==> src/gtc_pkg.sv <==
/*
 * gtc_pkg: register map, field positions, reset values and shared types for
 * the gated 16-bit timer control block.
 * assumes: one 200 MHz system clock; registers reached over classic wishbone.
 */
package gtc_pkg;

	// register byte addresses (word aligned except the flag register at 2)
	localparam logic [3:0] GTC_ADDR_CTRL = 4'h0;
	localparam logic [3:0] GTC_ADDR_GATE = 4'h4;
	localparam logic [3:0] GTC_ADDR_CNTH = 4'h8;
	localparam logic [3:0] GTC_ADDR_CNTL = 4'hc;
	localparam logic [3:0] GTC_ADDR_FLAG = 4'h2;

	// counter_control fields
	localparam int GTC_CS_LSB   = 6;
	localparam int GTC_PS_LSB   = 4;
	localparam int GTC_OSCEN    = 3;
	localparam int GTC_NSYNC    = 2;
	localparam int GTC_RUN      = 0;

	// gate_control fields
	localparam int GTC_GE       = 7;
	localparam int GTC_GPOL     = 6;
	localparam int GTC_GTM      = 5;
	localparam int GTC_GSPM     = 4;
	localparam int GTC_GGO      = 3;
	localparam int GTC_GVAL     = 2;
	localparam int GTC_GSS_LSB  = 0;

	// event flag register fields
	localparam int GTC_F_ROLL   = 0;
	localparam int GTC_F_GATE   = 1;

	localparam logic [7:0] GTC_CTRL_RST  = 8'h00;
	localparam logic [7:0] GTC_GATE_RST  = 8'h00;
	localparam logic [7:0] GTC_CTRL_WMASK = 8'hfd;
	localparam logic [7:0] GTC_GATE_WMASK = 8'hfb;
	localparam logic [1:0] GTC_DIV_STEP   = 2'h2;

	typedef enum logic [1:0]
	{
		GTC_CS_INSTR = 2'h0,
		GTC_CS_SYS   = 2'h1,
		GTC_CS_PIN   = 2'h2,
		GTC_CS_CAP   = 2'h3
	} gtc_cs_e;

	// single-pulse states, gray along idle -> armed -> in pulse
	typedef enum logic [1:0]
	{
		GTC_SP_IDLE  = 2'h0,
		GTC_SP_ARMED = 2'h1,
		GTC_SP_PULSE = 2'h3
	} gtc_sp_e;

endpackage : gtc_pkg

==> src/gtc_cnt_if.sv <==
/*
 * gtc_cnt_if: carries the count byte writes and the live count between the
 * register front end and the count store.
 * assumes: both ends on the same clock.
 */
`timescale 1ns/1ps
`default_nettype none
interface gtc_cnt_if;
	logic        inc;
	logic        wr_hi;
	logic        wr_lo;
	logic [7:0]  wdata;
	logic [15:0] count;
	logic        roll;

	modport ctrl (output inc, output wr_hi, output wr_lo, output wdata,
		input count, input roll);
	modport store (input inc, input wr_hi, input wr_lo, input wdata,
		output count, output roll);
endinterface : gtc_cnt_if
`default_nettype wire

==> src/gtc_count_store.sv <==
/*
 * gtc_count_store: the two count bytes with increment and byte load.
 * assumes: a byte write wins over an increment in the same cycle.
 */
`timescale 1ns/1ps
`default_nettype none
module gtc_count_store
	import gtc_pkg::*;
(
	// clock and reset
	input  wire logic clk,
	input  wire logic nrst,
	// count access
	gtc_cnt_if.store  cnt
);
	logic [7:0] hi_reg;
	logic [7:0] lo_reg;
	logic       roll_reg;
	wire        lo_full = (lo_reg == 8'hff);
	wire        all_full = lo_full && (hi_reg == 8'hff);

	// both bytes kept as separate holding registers
	always_ff @(posedge clk)
	begin
		if (!nrst)
		begin
			hi_reg   <= 8'h00;
			lo_reg   <= 8'h00;
			roll_reg <= 1'b0;
		end
		else
		begin
			roll_reg <= cnt.inc && all_full && !cnt.wr_hi && !cnt.wr_lo;
			if (cnt.wr_lo)
				lo_reg <= cnt.wdata;
			else if (cnt.inc)
				lo_reg <= lo_reg + 8'h01;
			if (cnt.wr_hi)
				hi_reg <= cnt.wdata;
			else if (cnt.inc && lo_full && !cnt.wr_lo)
				hi_reg <= hi_reg + 8'h01; // ffff wraps to 0000
		end
	end

	assign cnt.count = {hi_reg, lo_reg};
	assign cnt.roll  = roll_reg;

endmodule : gtc_count_store
`default_nettype wire

==> src/gtc_timer.sv <==
/*
 * gtc_timer: gated 16-bit timer control with a wishbone register slave.
 * assumes: external clock, gate pin and comparator inputs are asynchronous;
 * the overflow pulse of the 8-bit timer is on clk. a nrst with por_bor low
 * keeps the control bits (a warm reset).
 */
`timescale 1ns/1ps
`default_nettype none
module gtc_timer
	import gtc_pkg::*;
(
	// clock and reset
	input  wire logic       clk,
	input  wire logic       nrst,
	input  wire logic       por_bor,
	// wishbone slave
	input  wire logic       wb_cyc_i,
	input  wire logic       wb_stb_i,
	input  wire logic       wb_we_i,
	input  wire logic [3:0] wb_adr_i,
	input  wire logic [3:0] wb_sel_i,
	input  wire logic [31:0] wb_dat_i,
	output logic [31:0]     wb_dat_o,
	output logic            wb_ack_o,
	// clock sources
	input  wire logic       ext_clock_pin,
	input  wire logic       crystal_pins,
	input  wire logic       cap_sense_oscillator,
	// gate sources
	input  wire logic       gate_input_pin,
	input  wire logic       timer8_overflow,
	input  wire logic       comparator_a_output,
	input  wire logic       comparator_b_output,
	// status out
	output logic            dedicated_osc_on,
	output logic            rollover_flag,
	output logic            gate_event_flag
);
	logic [7:0]  ctrl_reg;
	logic [7:0]  gate_reg;
	logic        go_reg;
	logic [1:0]  fdiv_reg;
	logic [2:0]  psc_reg;
	logic [3:0]  s1_reg;
	logic [3:0]  s2_reg;
	logic [3:0]  s3_reg;
	logic        src_q_reg;
	logic        gsrc_q_reg;
	logic        tog_reg;
	logic        gval_reg;
	logic        roll_f_reg;
	logic        gate_f_reg;
	logic        ack_reg;
	logic [31:0] dat_reg;
	logic        osc_reg;
	gtc_sp_e     sp_reg;
	gtc_sp_e     sp_next;

	gtc_cnt_if cnt ();

	gtc_count_store u_store
	(
		.clk  (clk),
		.nrst (nrst),
		.cnt  (cnt)
	);

	// outside clock picked before the synchroniser so every source gets the
	// same flops; switching source may cost one stray edge
	wire       src_pin  = ctrl_reg[GTC_CS_LSB +: 2] == GTC_CS_PIN;
	wire       pin_clk  = ctrl_reg[GTC_OSCEN] ? crystal_pins : ext_clock_pin;
	wire       ext_raw  = src_pin ? pin_clk : cap_sense_oscillator;

	// three-flop synchronisers, stage one read only by stage two
	wire [3:0] async_in = {comparator_b_output, comparator_a_output,
		gate_input_pin, ext_raw};
	always_ff @(posedge clk)
	begin
		s1_reg <= async_in;
		s2_reg <= s1_reg;
		s3_reg <= s2_reg;
	end

	// field views
	wire [1:0] cs       = ctrl_reg[GTC_CS_LSB +: 2];
	wire [1:0] ps       = ctrl_reg[GTC_PS_LSB +: 2];
	wire       run      = ctrl_reg[GTC_RUN];
	wire       oscen    = ctrl_reg[GTC_OSCEN];
	wire       nsync    = ctrl_reg[GTC_NSYNC];
	wire       gen      = gate_reg[GTC_GE];
	wire       gpol     = gate_reg[GTC_GPOL];
	wire       gtm      = gate_reg[GTC_GTM];
	wire       gspm     = gate_reg[GTC_GSPM];
	wire [1:0] gss      = gate_reg[GTC_GSS_LSB +: 2];

	// an unsynchronised source still needs a clk sample to be seen; the bypass
	// uses stage two alone, the synchronised path adds one more stage.
	function automatic logic pick_sync(input logic bypass, input logic s2, input logic s3);
		pick_sync = bypass ? s2 : s3;
	endfunction : pick_sync

	// bypass takes stage two, the synchronised path one stage more
	wire ext_lvl  = pick_sync(nsync, s2_reg[0], s3_reg[0]);
	wire ext_rise = ext_lvl && !src_q_reg;
	wire fdiv_tick = (fdiv_reg == 2'h3);
	// internal sources ignore the sync-disable bit
	wire src_tick = (cs == GTC_CS_INSTR) ? fdiv_tick :
		(cs == GTC_CS_SYS) ? 1'b1 : ext_rise;

	// prescale: tick when low bits of the divider all ones
	// a ratio change lines up cleanly at once, since its own control write restarts the prescaler
	function automatic logic [2:0] prescale_mask(input logic [1:0] sel);
		case (sel)
			2'h3:    prescale_mask = 3'h7;
			2'h2:    prescale_mask = 3'h3;
			2'h1:    prescale_mask = 3'h1;
			2'h0:    prescale_mask = 3'h0;
			default: prescale_mask = 3'h0;
		endcase
	endfunction : prescale_mask

	wire [2:0] psc_mask = prescale_mask(ps);
	wire psc_tick = src_tick && ((psc_reg & psc_mask) == psc_mask);

	// gate path
	wire cmp_a = pick_sync(1'b0, s2_reg[2], s3_reg[2]);
	wire cmp_b = pick_sync(1'b0, s2_reg[3], s3_reg[3]);
	wire gsrc  = (gss == 2'h0) ? s2_reg[1] : (gss == 2'h1) ? timer8_overflow :
		(gss == 2'h2) ? cmp_a : cmp_b;
	wire gpoled = gsrc ~^ gpol; // active level becomes 1
	wire grise  = gpoled && !gsrc_q_reg;
	wire gtogd  = gtm ? tog_reg : gpoled;
	wire gsp    = (sp_reg == GTC_SP_PULSE) && gtogd;
	wire geff   = gspm ? gsp : gtogd;
	wire gfall  = gval_reg && !geff;
	wire do_inc = run && psc_tick && (!gen || geff);

	// single-pulse: armed waits for the gate to go active, pulse ends on fall
	always_comb
	begin
		sp_next = sp_reg;
		case (sp_reg)
			GTC_SP_IDLE:
			begin
				if (go_reg && gspm)
					sp_next = GTC_SP_ARMED;
			end
			GTC_SP_ARMED:
			begin
				// software clear of go abandons the wait
				if (!go_reg || !gspm)
					sp_next = GTC_SP_IDLE;
				else if (gtogd)
					sp_next = GTC_SP_PULSE;
			end
			GTC_SP_PULSE:
			begin
				// trailing edge of the pulse ends the acquisition
				if (!gtogd || !gspm || !go_reg)
					sp_next = GTC_SP_IDLE;
			end
			default:
			begin
				sp_next = GTC_SP_IDLE;
			end
		endcase
	end
	wire sp_done = (sp_reg == GTC_SP_PULSE) && !gtogd && gspm;

	// bus decode
	wire        req    = wb_cyc_i && wb_stb_i && !ack_reg;
	wire        wr     = req && wb_we_i && wb_sel_i[0];
	wire [7:0]  wd     = wb_dat_i[7:0];
	// a register is hit only by its exact byte address, except the flag register, hit at 2 and 3
	function automatic logic reg_hit(input logic [3:0] adr, input logic [3:0] base);
		reg_hit = (adr == base);
	endfunction : reg_hit

	wire        hit_ctl = reg_hit(wb_adr_i, GTC_ADDR_CTRL);
	wire        hit_gat = reg_hit(wb_adr_i, GTC_ADDR_GATE);
	wire        hit_cnh = reg_hit(wb_adr_i, GTC_ADDR_CNTH);
	wire        hit_cnl = reg_hit(wb_adr_i, GTC_ADDR_CNTL);
	wire        wr_ctl = wr && hit_ctl;
	wire        wr_gat = wr && hit_gat;
	wire        flg_sel = (wb_adr_i[3:2] == 2'h0) && wb_adr_i[1];
	wire [7:0]  gate_rd = {gate_reg[7:4], go_reg, gval_reg, gate_reg[1:0]};
	// unmapped addresses read zero
	wire [7:0]  rd_byte = hit_ctl ? (ctrl_reg & GTC_CTRL_WMASK) :
		hit_gat ? gate_rd :
		hit_cnh ? cnt.count[15:8] :
		hit_cnl ? cnt.count[7:0] : 8'h00;
	wire [7:0]  flag_rd = {6'h00, gate_f_reg, roll_f_reg};
	wire        wr_flg = wr && flg_sel;

	assign cnt.inc   = do_inc;
	assign cnt.wr_hi = wr && hit_cnh;
	assign cnt.wr_lo = wr && hit_cnl;
	assign cnt.wdata = wd;

	// control bits: only a power-on or brown-out reset clears them
	always_ff @(posedge clk)
	begin
		if (!nrst && por_bor)
		begin
			ctrl_reg <= GTC_CTRL_RST;
			gate_reg <= GTC_GATE_RST;
		end
		else if (nrst)
		begin
			if (wr_ctl)
				ctrl_reg <= wd & GTC_CTRL_WMASK;
			if (wr_gat)
				gate_reg <= wd & GTC_GATE_WMASK;
		end
	end

	// go bit: software sets, hardware clear wins only at done
	always_ff @(posedge clk)
	begin
		if (!nrst && por_bor)
			go_reg <= 1'b0;
		else if (nrst)
		begin
			if (sp_done)
				go_reg <= 1'b0;
			else if (wr_gat)
				go_reg <= wd[GTC_GGO];
		end
	end

	// clock dividers; a control write restarts the prescaler
	always_ff @(posedge clk)
	begin
		if (!nrst)
		begin
			fdiv_reg <= 2'h0;
			psc_reg  <= 3'h0;
		end
		else
		begin
			// free-running divide by four for the instruction clock
			fdiv_reg <= fdiv_reg + 2'h1;
			if (wr_ctl)
				psc_reg <= 3'h0;
			else if (src_tick)
				psc_reg <= psc_reg + 3'h1;
		end
	end

	// edge history; gate history starts high so reset gives no false rise
	always_ff @(posedge clk)
	begin
		if (!nrst)
		begin
			src_q_reg  <= 1'b0;
			gsrc_q_reg <= 1'b1;
			gval_reg   <= 1'b0;
		end
		else
		begin
			src_q_reg  <= ext_lvl;
			gsrc_q_reg <= gpoled;
			gval_reg   <= geff;
		end
	end

	// gate flops and oscillator enable copy
	always_ff @(posedge clk)
	begin
		if (!nrst)
		begin
			tog_reg <= 1'b0;
			sp_reg  <= GTC_SP_IDLE;
			osc_reg <= 1'b0;
		end
		else
		begin
			sp_reg  <= sp_next;
			osc_reg <= oscen;
			// stopping the counter must also drop the toggle state
			if (!run || !gtm)
				tog_reg <= 1'b0;
			else if (grise)
				tog_reg <= !tog_reg;
		end
	end

	// sticky event flags, write 1 to clear; a new event beats the clear
	always_ff @(posedge clk)
	begin
		if (!nrst)
		begin
			roll_f_reg <= 1'b0;
			gate_f_reg <= 1'b0;
		end
		else
		begin
			roll_f_reg <= cnt.roll || (roll_f_reg && !(wr_flg && wd[GTC_F_ROLL]));
			gate_f_reg <= gfall || (gate_f_reg && !(wr_flg && wd[GTC_F_GATE]));
		end
	end

	// wishbone answer one cycle after request; unmapped reads zero
	always_ff @(posedge clk)
	begin
		if (!nrst)
		begin
			ack_reg <= 1'b0;
			dat_reg <= 32'h0000_0000;
		end
		else
		begin
			ack_reg <= req;
			dat_reg <= {24'h000000, flg_sel ? flag_rd : rd_byte};
		end
	end

	assign wb_ack_o         = ack_reg;
	assign wb_dat_o         = dat_reg;
	assign rollover_flag    = roll_f_reg;
	assign gate_event_flag  = gate_f_reg;
	assign dedicated_osc_on = osc_reg;

endmodule : gtc_timer
`default_nettype wire

==> config.mk <==
export PLATFORM = sky130hd
export DESIGN_NAME = gtc_timer
export DESIGN_NICKNAME = d
export VERILOG_FILES = /design/src/gtc_pkg.sv /design/src/gtc_cnt_if.sv /design/src/gtc_count_store.sv /design/src/gtc_timer.sv
export SDC_FILE = /design/constraint.sdc
export NUM_CORES = 1
export LEC_CHECK = 0
export ABC_CLOCK_PERIOD_IN_PS = 2800
export BUFFER_PORTS_ARGS = -buffer_cell sky130_fd_sc_hd__buf_2
export CAP_MARGIN = 5
export CORE_ASPECT_RATIO = 1.1
export CORE_MARGIN = 1.5
export CORE_UTILIZATION = 51
export CTS_CLUSTER_SIZE = 40
export DETAILED_ROUTE_END_ITERATION = 10
export GPL_ROUTABILITY_DRIVEN = 0
export GPL_TIMING_DRIVEN = 0
export PLACE_DENSITY = 0.8
export SYNTH_ARGS = -nofsm -noshare
export SYNTH_HDL_FRONTEND = slang
export SYNTH_SLANG_ARGS = --single-unit
export TNS_END_PERCENT = 1
==> constraint.sdc <==
create_clock -name clk -period 2.8 [get_ports clk]
set_input_delay 0.14 -clock clk [delete_from_list [all_inputs] [get_ports clk]]
set_output_delay 0.14 -clock clk [all_outputs]
set_load 0.02 [all_outputs]
# [After elaboration in Yosys (flattened, before gate mapping)]
# Cells that the tools add are included.
[op_classes] n_addsub=4 n_mul=0 div_mod_pow=0 magnitude_cmp=0 eq_ne=19 n_shift=0 muxes=27 n_bitwise=3 n_reduce_logical=70
[ops] cell="$mux 8" n=8
[ops] cell="$logic_and 1x1->1" n=31
[ops] cell="$add 8x1->8 const B" n=2
[ops] cell="$eq 8x8->1 const B" n=2
[ops] cell="$logic_not 1->1" n=16
[ops] cell="$eq 2x2->1 const B" n=6
[ops] cell="$mux 1" n=12
[ops] cell="$pmux 3 s4" n=1
[ops] cell="$logic_not 2->1" n=5
[ops] cell="$mux 2" n=5
[ops] cell="$eq 2x1->1 const B" n=4
[ops] cell="$eq 4x4->1 const B" n=2
[ops] cell="$logic_or 1x1->1" n=7
[ops] cell="$pmux 2 s3" n=1
[ops] cell="$reduce_and 2->1" n=3
[ops] cell="$reduce_bool 2->1" n=3
[ops] cell="$reduce_or 2->1" n=3
[ops] cell="$eq 4x3->1 const B" n=1
[ops] cell="$logic_not 4->1" n=1
[ops] cell="$add 3x1->3 const B" n=1
[ops] cell="$and 3x3->3" n=1
[ops] cell="$eq 3x3->1" n=1
[ops] cell="$ne 3x3->1 const B" n=1
[ops] cell="$reduce_and 3->1" n=1
[ops] cell="other kinds (5)" n=5
[word_totals] register_bits=91 latch_bits=0 ram_bits=0 mem_bits_ro=0 inputBits=53 output_inout_bits=36 wordCells=146 memories=0

# [Depth between registers and ports, before layout]
# Gate-level depths: netlist (run 1).
[depth] depth_word=14 mapped_depth=8

# [Cells and area by module]
# From an unflattened synthesis (run 1), not the netlist that was laid out.
[unflattened] cells_unflattened=315 hier_area_um2=3121.7
[modules_own_cells] mod="gtc_timer" n_inst=1 cells_each=208 area_each_um2=2167.1 seq_area_each_um2=960.9
[modules_own_cells] mod="gtc_count_store" n_inst=1 cells_each=107 area_each_um2=954.7 seq_area_each_um2=340.3

# [Worst setup path before layout (run 1)]
# OpenSTA, ideal clock, no wires.
[synth_timing] kind="reg-to-reg" from="reg gate_reg[0]" to="reg u_store.hi_reg[3]" setup_ps=132 t_arrival_ps=1837 required_time_ps=2668 slack_ps=831 stages_incl_launch_ff=8 n_path_buf=1 path_cell_list="dfxtp_1 > mux4_2 > xor2_1 > o211ai_2 > buf_4 > nand4b_1 > o2111ai_1 > o311ai_1"
[synth_between] elab_chain_cells=13
[synth_rtl] item="start, declared" line_no="gtc_timer.sv:40" text="logic [7:0] gate_reg;"
[synth_rtl] item="start signal, assigned" line_no="gtc_timer.sv:213" text="gate_reg <= wd & GTC_GATE_WMASK;"
[synth_rtl] item="$eq 2x2->1" line_no="gtc_timer.sv:129" text="(gss == 2'h2) ? cmp_a : cmp_b;"
[synth_rtl] item="$mux 1" line_no="gtc_timer.sv:129"
[synth_rtl] item="$mux 1" line_no="gtc_timer.sv:128" text="wire gsrc = (gss == 2'h0) ? s2_reg[1] : (gss == 2'h1) ? timer8_overflow :"
[synth_rtl] item="$mux 1 (*)" line_no="gtc_timer.sv:128"
[synth_rtl] item="$xnor 1x1->1 (*)" line_no="gtc_timer.sv:130" text="wire gpoled = gsrc ~^ gpol;"
[synth_rtl] item="$mux 1 (*)" line_no="gtc_timer.sv:132" text="wire gtogd = gtm ? tog_reg : gpoled;"
[synth_rtl] item="$logic_and 1x1->1" line_no="gtc_timer.sv:133" text="wire gsp = (sp_reg == GTC_SP_PULSE) && gtogd;"
[synth_rtl] item="$mux 1 (*)" line_no="gtc_timer.sv:134" text="wire geff = gspm ? gsp : gtogd;"
[synth_rtl] item="$logic_or 1x1->1 (*)" line_no="gtc_timer.sv:136" text="wire do_inc = run && psc_tick && (!gen || geff);"
[synth_rtl] item="$logic_and 1x1->1 (*)" line_no="gtc_timer.sv:136"
[synth_rtl] item="$logic_and 1x1->1 (*) (2 in series)" line_no="gtc_count_store.sv:40" text="else if (cnt.inc && lo_full && !cnt.wr_lo)"
[synth_rtl] item="$reduce_bool 2->1 (no source line) (*)"
[synth_rtl] item="end signal, assigned" line_no="gtc_count_store.sv:39" text="hi_reg <= cnt.wdata;"
[synth_rtl] item="end signal, assigned" line_no="gtc_count_store.sv:41" text="hi_reg <= hi_reg + 8'h01;"
[synth_rtl] item="end, declared" line_no="gtc_count_store.sv:16" text="logic [7:0] hi_reg;"
# Mark *: on every way between the ends. The rest lies on a longest branch, timed or not.
# A chain may end at the register's enable or synchronous reset.

# [Worst setup path in the final report (run 1)]
# Same ends and word-level chain as after synthesis.

==> impl_metrics.tcl, run 1 <==
set metrics [dict create \
    synth_area_per_cell_um2 8.566 \
    design.final.nets 483 \
    worst_setup_path_end_kind "flop" \
    clock_sinks 65 \
    critical_path_peak_fanout 10 \
    power.combinational.fraction 0.092 \
    number_of_buffers_inserted_during_clock_tree_synthesis 9 \
    timing.final.crit_period_ns 2.275 \
    setup.worst_path.class "flop to flop" \
    grt.total_usage 0.2429 \
    synth-edff-count 0 \
    p_clk_frac 0.412 \
    finalCritPeriodShare 0.8126 \
    intPower_uw 1466 \
    drt-initial-drc-count 212 \
    detail-route-antenna-nets 0 \
    syn_area_um2 3015 \
    synth_cell_type_count 53 \
    fin_worst_skew_ns 0.01503 \
    totalWireLength_mm 7.422 \
    ioPinCount 89 \
    first_global_vias 2506 \
    wire_length_of_the_first_global_routing_pass_mm 12.04 \
    cap_viol_max_count 0 \
    final-instance-count-excl-fill 507 \
    beginning_of_the_worst_register_to_register_path "gate_reg[0]$_SDFFE_PP0P_" \
    cts_setup_buffers 0 \
    horiz_die_dim_um 76.32 \
    diodes_inserted 0 \
    timing.max_slew.rel_slack 0.2278 \
    clk_pin_slew_ns 0.08 \
    synthCells 352 \
    reg2reg_depth 7 \
    finalSetupViolCount 0 \
    outcome "completed" \
    grt_max_degree 11 \
    rsz_0062_raised_after_global_routing "false" \
    drcViolationCount 0 \
    critical_path.endpoint "u_store.hi_reg[3]$_SDFFE_PN0P_" \
    placed_cells 488 \
    net-switching-power_uw 465.8 \
    p_seq_frac 0.496 \
    regToRegEndpoint "u_store.hi_reg[3]$_SDFFE_PN0P_" \
    timing.critical_path.from "gate_reg[0]$_SDFFE_PP0P_" \
    chipHeight_um 83.65 \
    cts_tree "done" \
    cts_root_buf "clkbuf_8" \
    ys_seq_area_frac 0.4315 \
    cts-htree-levels 3 \
    avgRoutedWirePerCell_um 14.64 \
    clock_tree.buffer_depth 2 \
    grt_antenna_before_repair 0 \
    design.core.area_um2 5733 \
    timing.hold.worst.class "primary input to flop" \
    clock_latency_ns 0.35 \
    synth-main-ff-cell "dfxtp_1" \
    power_per_cell_area_nw_per_um2 534.6 \
    core.rowCount 29 \
    yosys_warnings 0 \
    synthArstFlopShare 0 \
    cp_data_arrival_time_ns 2.50 \
    nFillCells 528 \
    initial_utilization 0.5260 \
    timing.fmax_ghz 0.4395 \
    timing.final.max_slew_violations 0 \
    port-buffer-count 36 \
    detail_route.first_pass.iterations 6 \
    num_vias 2748 \
    setup.worst_path.start_class "flop" \
    die-area_um2 6383 \
    power.switching_fraction 0.2412 \
    finalSetupTns_ns 0 \
    final_hold_violations 0 \
    post-dp-hpwl_mm 5.478 \
    power.leakage_uw 0.001540 \
    required_ns 3.02 \
    global_route.overflow_total 0 \
    worst-slew-pin-transition_ns 1.148 \
    final_layout_size_suffix_gt1_frac 0.2023 \
    area_delta_synth_final_pct 19.83 \
    ys_ff_latch 65 \
    detail_route.vias_per_cell 5.420 \
    vdd_drop_max_mv 0.3221 \
    reg2reg_setup_slack_ns 0.52 \
]
## worst min path at each step
| stage | start | endpoint | slack (ns) | depth (start not counted) |
|---|---|---|---|---|
| floorplan | gate_input_pin | s1_reg[1]$_DFF_P_ | 0.17 | 0 |
| detailed placement | comparator_a_output | s1_reg[2]$_DFF_P_ | 0.24 | 1 |
| CTS | wb_dat_i[5] | ctrl_reg[5]$_SDFFE_PP0P_ | 0.06 | 3 |
| global placement | gate_input_pin | s1_reg[1]$_DFF_P_ | 0.24 | 1 |
| global route | wb_dat_i[5] | ctrl_reg[5]$_SDFFE_PP0P_ | 0.08 | 3 |
| finish | wb_dat_i[5] | ctrl_reg[5]$_SDFFE_PP0P_ | 0.08 | 3 |
## through the flow
step	util	hold WS [ns]	power [uW]	setup slack (ns)	cell area (um2)
2_1_floorplan	-	0.1677	1092	0.8307	3102
3_3_place_gp	0.5893	0.2424	1143	0.5884	3378
3_5_place_dp	0.5893	0.2441	1148	0.5823	3378
4_1_cts	0.6303	0.05842	1929	0.5622	3613
5_1_grt	0.6303	0.08049	1991	0.4101	3613
6_report	0.6303	0.07543	1932	0.5248	3613
## area by class of cell
cell class,instances,area (um2),share of cell area
multi-input cells,268,1546,0.4280
flip-flops and latches,65,1301,0.3601
plain buffers,34,224.0,0.06198
repair buffers,40,220.2,0.06094
clock buffers,12,155.1,0.04294
well taps,77,96.34,0.02666
clock inverters,3,40.04,0.01108
inverters,8,30.03,0.008310
## power by group through the flow
| stage | registers (uW) | clock network, uW | logic (uW) |
|---|---|---|---|
| 6_report | 958 | 797 | 177 |
| 5_1_grt | 960 | 839 | 192 |
| 4_1_cts | 958 | 797 | 174 |
| 3_5_place_dp | 979 | 0 | 169 |
| 3_3_place_gp | 977 | 0 | 166 |
| 2_1_floorplan | 979 | 0 | 113 |
## kinds of logic (layout without fill, tap and decap cells)
logic type,count (synthesis),after routing,share of synthesized area
AOI/OAI and AO/OA,85,85,0.1764
xor gates and xnor gates,12,12,0.03485
adders and majority gates,4,4,0.01660
buffers and inverters,42,97,0.08423
DFF,65,65,0.4315
muxes,9,9,0.03403
other,1,24,0.001244
and+or+nand+nor,134,134,0.2212
## synth_stat cells (all sizes together) (2+ instances only)
library cell  count  area (um2)
a21oi            24       120.1
a22o              7       61.31
and2              6       37.54
and3              6       37.54
buf              29       205.2
clkbuf            5       18.77
dfxtp            65        1301
ha                4       50.05
inv               8       30.03
mux2i             8       80.08
nand2            54       205.2
nand2b            8       50.05
nand3            15       80.08
nand4             4       31.28
nor2             28       105.1
nor3              2       10.01
o2111ai           2       17.52
o211ai            4       35.03
o21ai            32       160.1
o311ai            4       35.03
or3               2       12.51
xnor2             2       17.52
xor2             10       87.58
## repair_timing
action,CTS,global route
hold buffers,4,0
endpoints found under the hold margin,4,0
resized for setup,0,0
## critical path, cell delays in order (launching register included)
cell	delay (ns)
dfxtp_1	0.39
mux4_2	0.54
xor2_1	0.21
o211ai_2	0.22
buf_4	0.21
nand4b_1	0.20
o2111ai_1	0.25
o311ai_1	0.14
## cell usage in the layout (no fill, tap or decap), drive strengths merged, types with 6 or more instances in the layout
| cell type | n |
|---|---|
| dfxtp | 65 |
| buf | 65 |
| nand2 | 54 |
| o21ai | 32 |
| nor2 | 28 |
| a21oi | 24 |
| conb | 24 |
| clkbuf | 17 |
| nand3 | 15 |
| xor2 | 10 |
| nand2b | 8 |
| mux2i | 8 |
| inv | 8 |
| a22o | 7 |
| and2 | 6 |
| and3 | 6 |
## per-layer routing
layer,routed length (um),global-route usage,up-vias
li1,-,-,1327
met1,2912,0.2925,1252
met2,3533,0.3977,145
met3,706,0.06011,24
met4,269,0.1313,0
met5,0,0,-
No activity file was read; power rests on OpenSTA's default activity.
==> run 2: changes to the inputs <==
Settings changed: ABC_CLOCK_PERIOD_IN_PS 2800 to 2100.
Clock period 2.8 ns to 2.1 ns, I/O delays scaled along.
==> run 2 against run 1 <==
Clock skew is essentially flat. Final cell count rose by 2.2%. The run now ends with negative setup slack left. Sequential share of layout area decreased by 1.4 points. Global-route usage rose by 1.5 points. Critical path type unchanged. Largest power group unchanged. Fmax rose by 1.2%. Utilization grew 2.8 points. Routed wire length grew 8.1%. Clock power grew 34%. First-iteration DRC count increased by 30%. Design area is 4.4% higher. Die area stayed put. Sequential power increased by 34%.
==> impl_metrics.tcl, run 2 (synthesis gave the netlist of run 1 again) <==
set metrics [dict create \
    outcome "finished, violations left" \
    violations "negative setup slack" \
    worst_setup_path_end_kind "flop" \
    core.rowCount 29 \
    worst_path_largest_cell_delay_ns 0.56 \
    power.switching_fraction 0.2444 \
    post-dp-hpwl_mm 5.478 \
    regToRegEndpoint "u_store.hi_reg[0]$_SDFFE_PN0P_" \
    p_seq_frac 0.494 \
    hold_depth 3 \
    detail_route.first_pass.iterations 5 \
    finalSetupTns_ns -0.5186 \
    reg2reg_setup_slack_ns -0.15 \
    power.leakage_uw 0.001600 \
    fin_worst_skew_ns 0.01509 \
    nFillCells 502 \
    num_vias 2862 \
    power.combinational.fraction 0.094 \
    timing.max_slew.rel_slack 0.2245 \
    horiz_die_dim_um 76.32 \
    initial_utilization 0.5260 \
    clk_pin_slew_ns 0.07 \
    min_delay_worst_endpoint "ctrl_reg[5]$_SDFFE_PP0P_" \
    rsz_0062_raised_after_global_routing "true" \
    worst_slack_ns -0.1474 \
    post-layout-total-power_uw 2591 \
    final_cell_area_excluding_filler_cells_um2 3774 \
    grt_use_met2 0.4318 \
    timing.hold.worst.start "wb_dat_i[5]" \
    design.core.area_um2 5733 \
    wire_length_of_the_first_global_routing_pass_mm 12.74 \
    hold_slack_ns 0.03944 \
    totalWireLength_mm 8.025 \
    die-area_um2 6383 \
    net-switching-power_uw 633.2 \
    finalSetupViolCount 10 \
    first_global_vias 2649 \
    intPower_uw 1958 \
    design.final.nets 494 \
    required_ns 2.38 \
    p_clk_frac 0.412 \
    power_per_cell_area_nw_per_um2 686.6 \
    area_delta_synth_final_pct 25.15 \
    vdd_drop_max_mv 0.4062 \
    timing.critical_path.slowest_stage_cell "mux4_2" \
    clock_tree.buffer_depth 2 \
    detail-route-antenna-nets 0 \
    final_layout_size_suffix_gt1_frac 0.2472 \
    most_frequent_standard_cell_in_the_layout_excluding_fill_and_tap_cells "dfxtp_1" \
    grt.total_usage 0.2577 \
    grt_antenna_before_repair 0 \
    chipHeight_um 83.65 \
    finalCritPeriodShare 1.070 \
    mostFrequentLayoutCells "dfxtp_1 (62), nand2_1 (53), buf_2 (38)" \
    clock_sinks 65 \
    final-instance-count-excl-fill 518 \
    reg2reg_depth 8 \
    timing.final.crit_period_ns 2.247 \
    crit_chain "mux4_2, xor2_4, o211ai_2, buf_6, nand4b_1, buf_4, xor2_1, a21oi_1" \
    grt_max_degree 11 \
    drt-initial-drc-count 276 \
    cts_root_buf "clkbuf_8" \
    beginning_of_the_worst_register_to_register_path "gate_reg[0]$_SDFFE_PP0P_" \
    number_of_buffers_inserted_during_clock_tree_synthesis 9 \
    avgRoutedWirePerCell_um 15.49 \
    cap_viol_max_count 0 \
    worst-slew-pin-transition_ns 1.153 \
    setup.worst_path.class "flop to flop" \
    timing.fmax_ghz 0.4450 \
    final_hold_violations 0 \
    timing.hold.worst.class "primary input to flop" \
    met1_usage 0.3046 \
    clock_latency_ns 0.35 \
    detail_route.vias_per_cell 5.525 \
    cp_data_arrival_time_ns 2.52 \
    port-buffer-count 36 \
    setup.worst_path.start_class "flop" \
    diodes_inserted 0 \
    critical_path_peak_fanout 6 \
    ioPinCount 89 \
    placed_cells 488 \
    global_route.overflow_total 0 \
    timing.final.max_slew_violations 0 \
    cts_tree "done" \
    grt_util_met3 0.05792 \
    cts-htree-levels 3 \
    drcViolationCount 0 \
    globalRoute.busiestLayer "met2" \
    dpl-instance-area_um2 3378 \
]
-- run 2: changes by cell type in the layout (fill, tap and decap cells not counted), moves of 2 or more --
cell,change
buf_4,+10
dfxtp_1,-3
dfxtp_2,+3
o2111ai_1,-2
o2111ai_2,+2
o311ai_1,-3
o311ai_2,+3
-- run 2: stage by stage --
step	util	setup WS [ns]
finish	0.6582	-0.1474
global route	0.6582	-0.2389
CTS	0.6506	-0.03094
detailed placement	0.5893	-0.1177
global placement	0.5893	-0.1116
floorplan	-	0.1307
-- run 2: how the worst max path moves through the flow --
stage | startpoint | to | cells past startpoint
2_1_floorplan | gate_reg[0]$_SDFFE_PP0P_ | u_store.hi_reg[3]$_SDFFE_PN0P_ | 7
6_report | gate_reg[0]$_SDFFE_PP0P_ | u_store.hi_reg[0]$_SDFFE_PN0P_ | 8
3_3_place_gp | gate_reg[0]$_SDFFE_PP0P_ | u_store.hi_reg[4]$_SDFFE_PN0P_ | 7
5_1_grt | gate_reg[0]$_SDFFE_PP0P_ | u_store.hi_reg[0]$_SDFFE_PN0P_ | 8
4_1_cts | gate_reg[0]$_SDFFE_PP0P_ | u_store.hi_reg[0]$_SDFFE_PN0P_ | 8
3_5_place_dp | gate_reg[0]$_SDFFE_PP0P_ | u_store.hi_reg[4]$_SDFFE_PN0P_ | 7
-- run 2: what timing repair did --
item / 4_1_cts / 5_1_grt
setup endpoints to repair: 13 / 18
pin swaps: 6 / 4
gates resized for setup: 9 / 6
hold buffers: 4 / 0
endpoints found under the hold margin: 4 / 0
setup buffers: 9 / 2
-- run 2: critical path, delay by kind of cell, from the launching register on --
kind            cells  cell delay (ns)
mux                 1             0.56
buf+inv             2             0.39
flops               1             0.35
compound gates      2             0.33
xor+xnor            2             0.31
simple gates        1             0.24
-- run 2: per-layer routing --
metal / wire length (um) / vias to the layer above
li1: - / 1346
met1: 3137 / 1323
met2: 3834 / 164
met3: 748 / 29
met4: 305 / 0
met5: 0 / -
-- run 2: area by class of cell --
class                      instances  area (um2)  area share
inverter                           8       30.03    0.007958
tap                               77       96.34     0.02553
buffer                            34       227.7     0.06034
clock buffer                      12       155.1     0.04111
clock inverter                     3       40.04     0.01061
timing repair buffer              51       302.8     0.08024
multi-input combinational        268        1617      0.4284
sequential                        65        1305      0.3458
-- run 2: power by group through the flow --
stage / Combinational [uW] / Clock (uW) / Sequential [uW]
final: 245 / 1070 / 1280
after global routing: 264 / 1120 / 1280
after CTS: 237 / 1060 / 1280
after detailed placement: 225 / 0 / 1300
after floorplan: 151 / 0 / 1310
after global placement: 221 / 0 / 1300
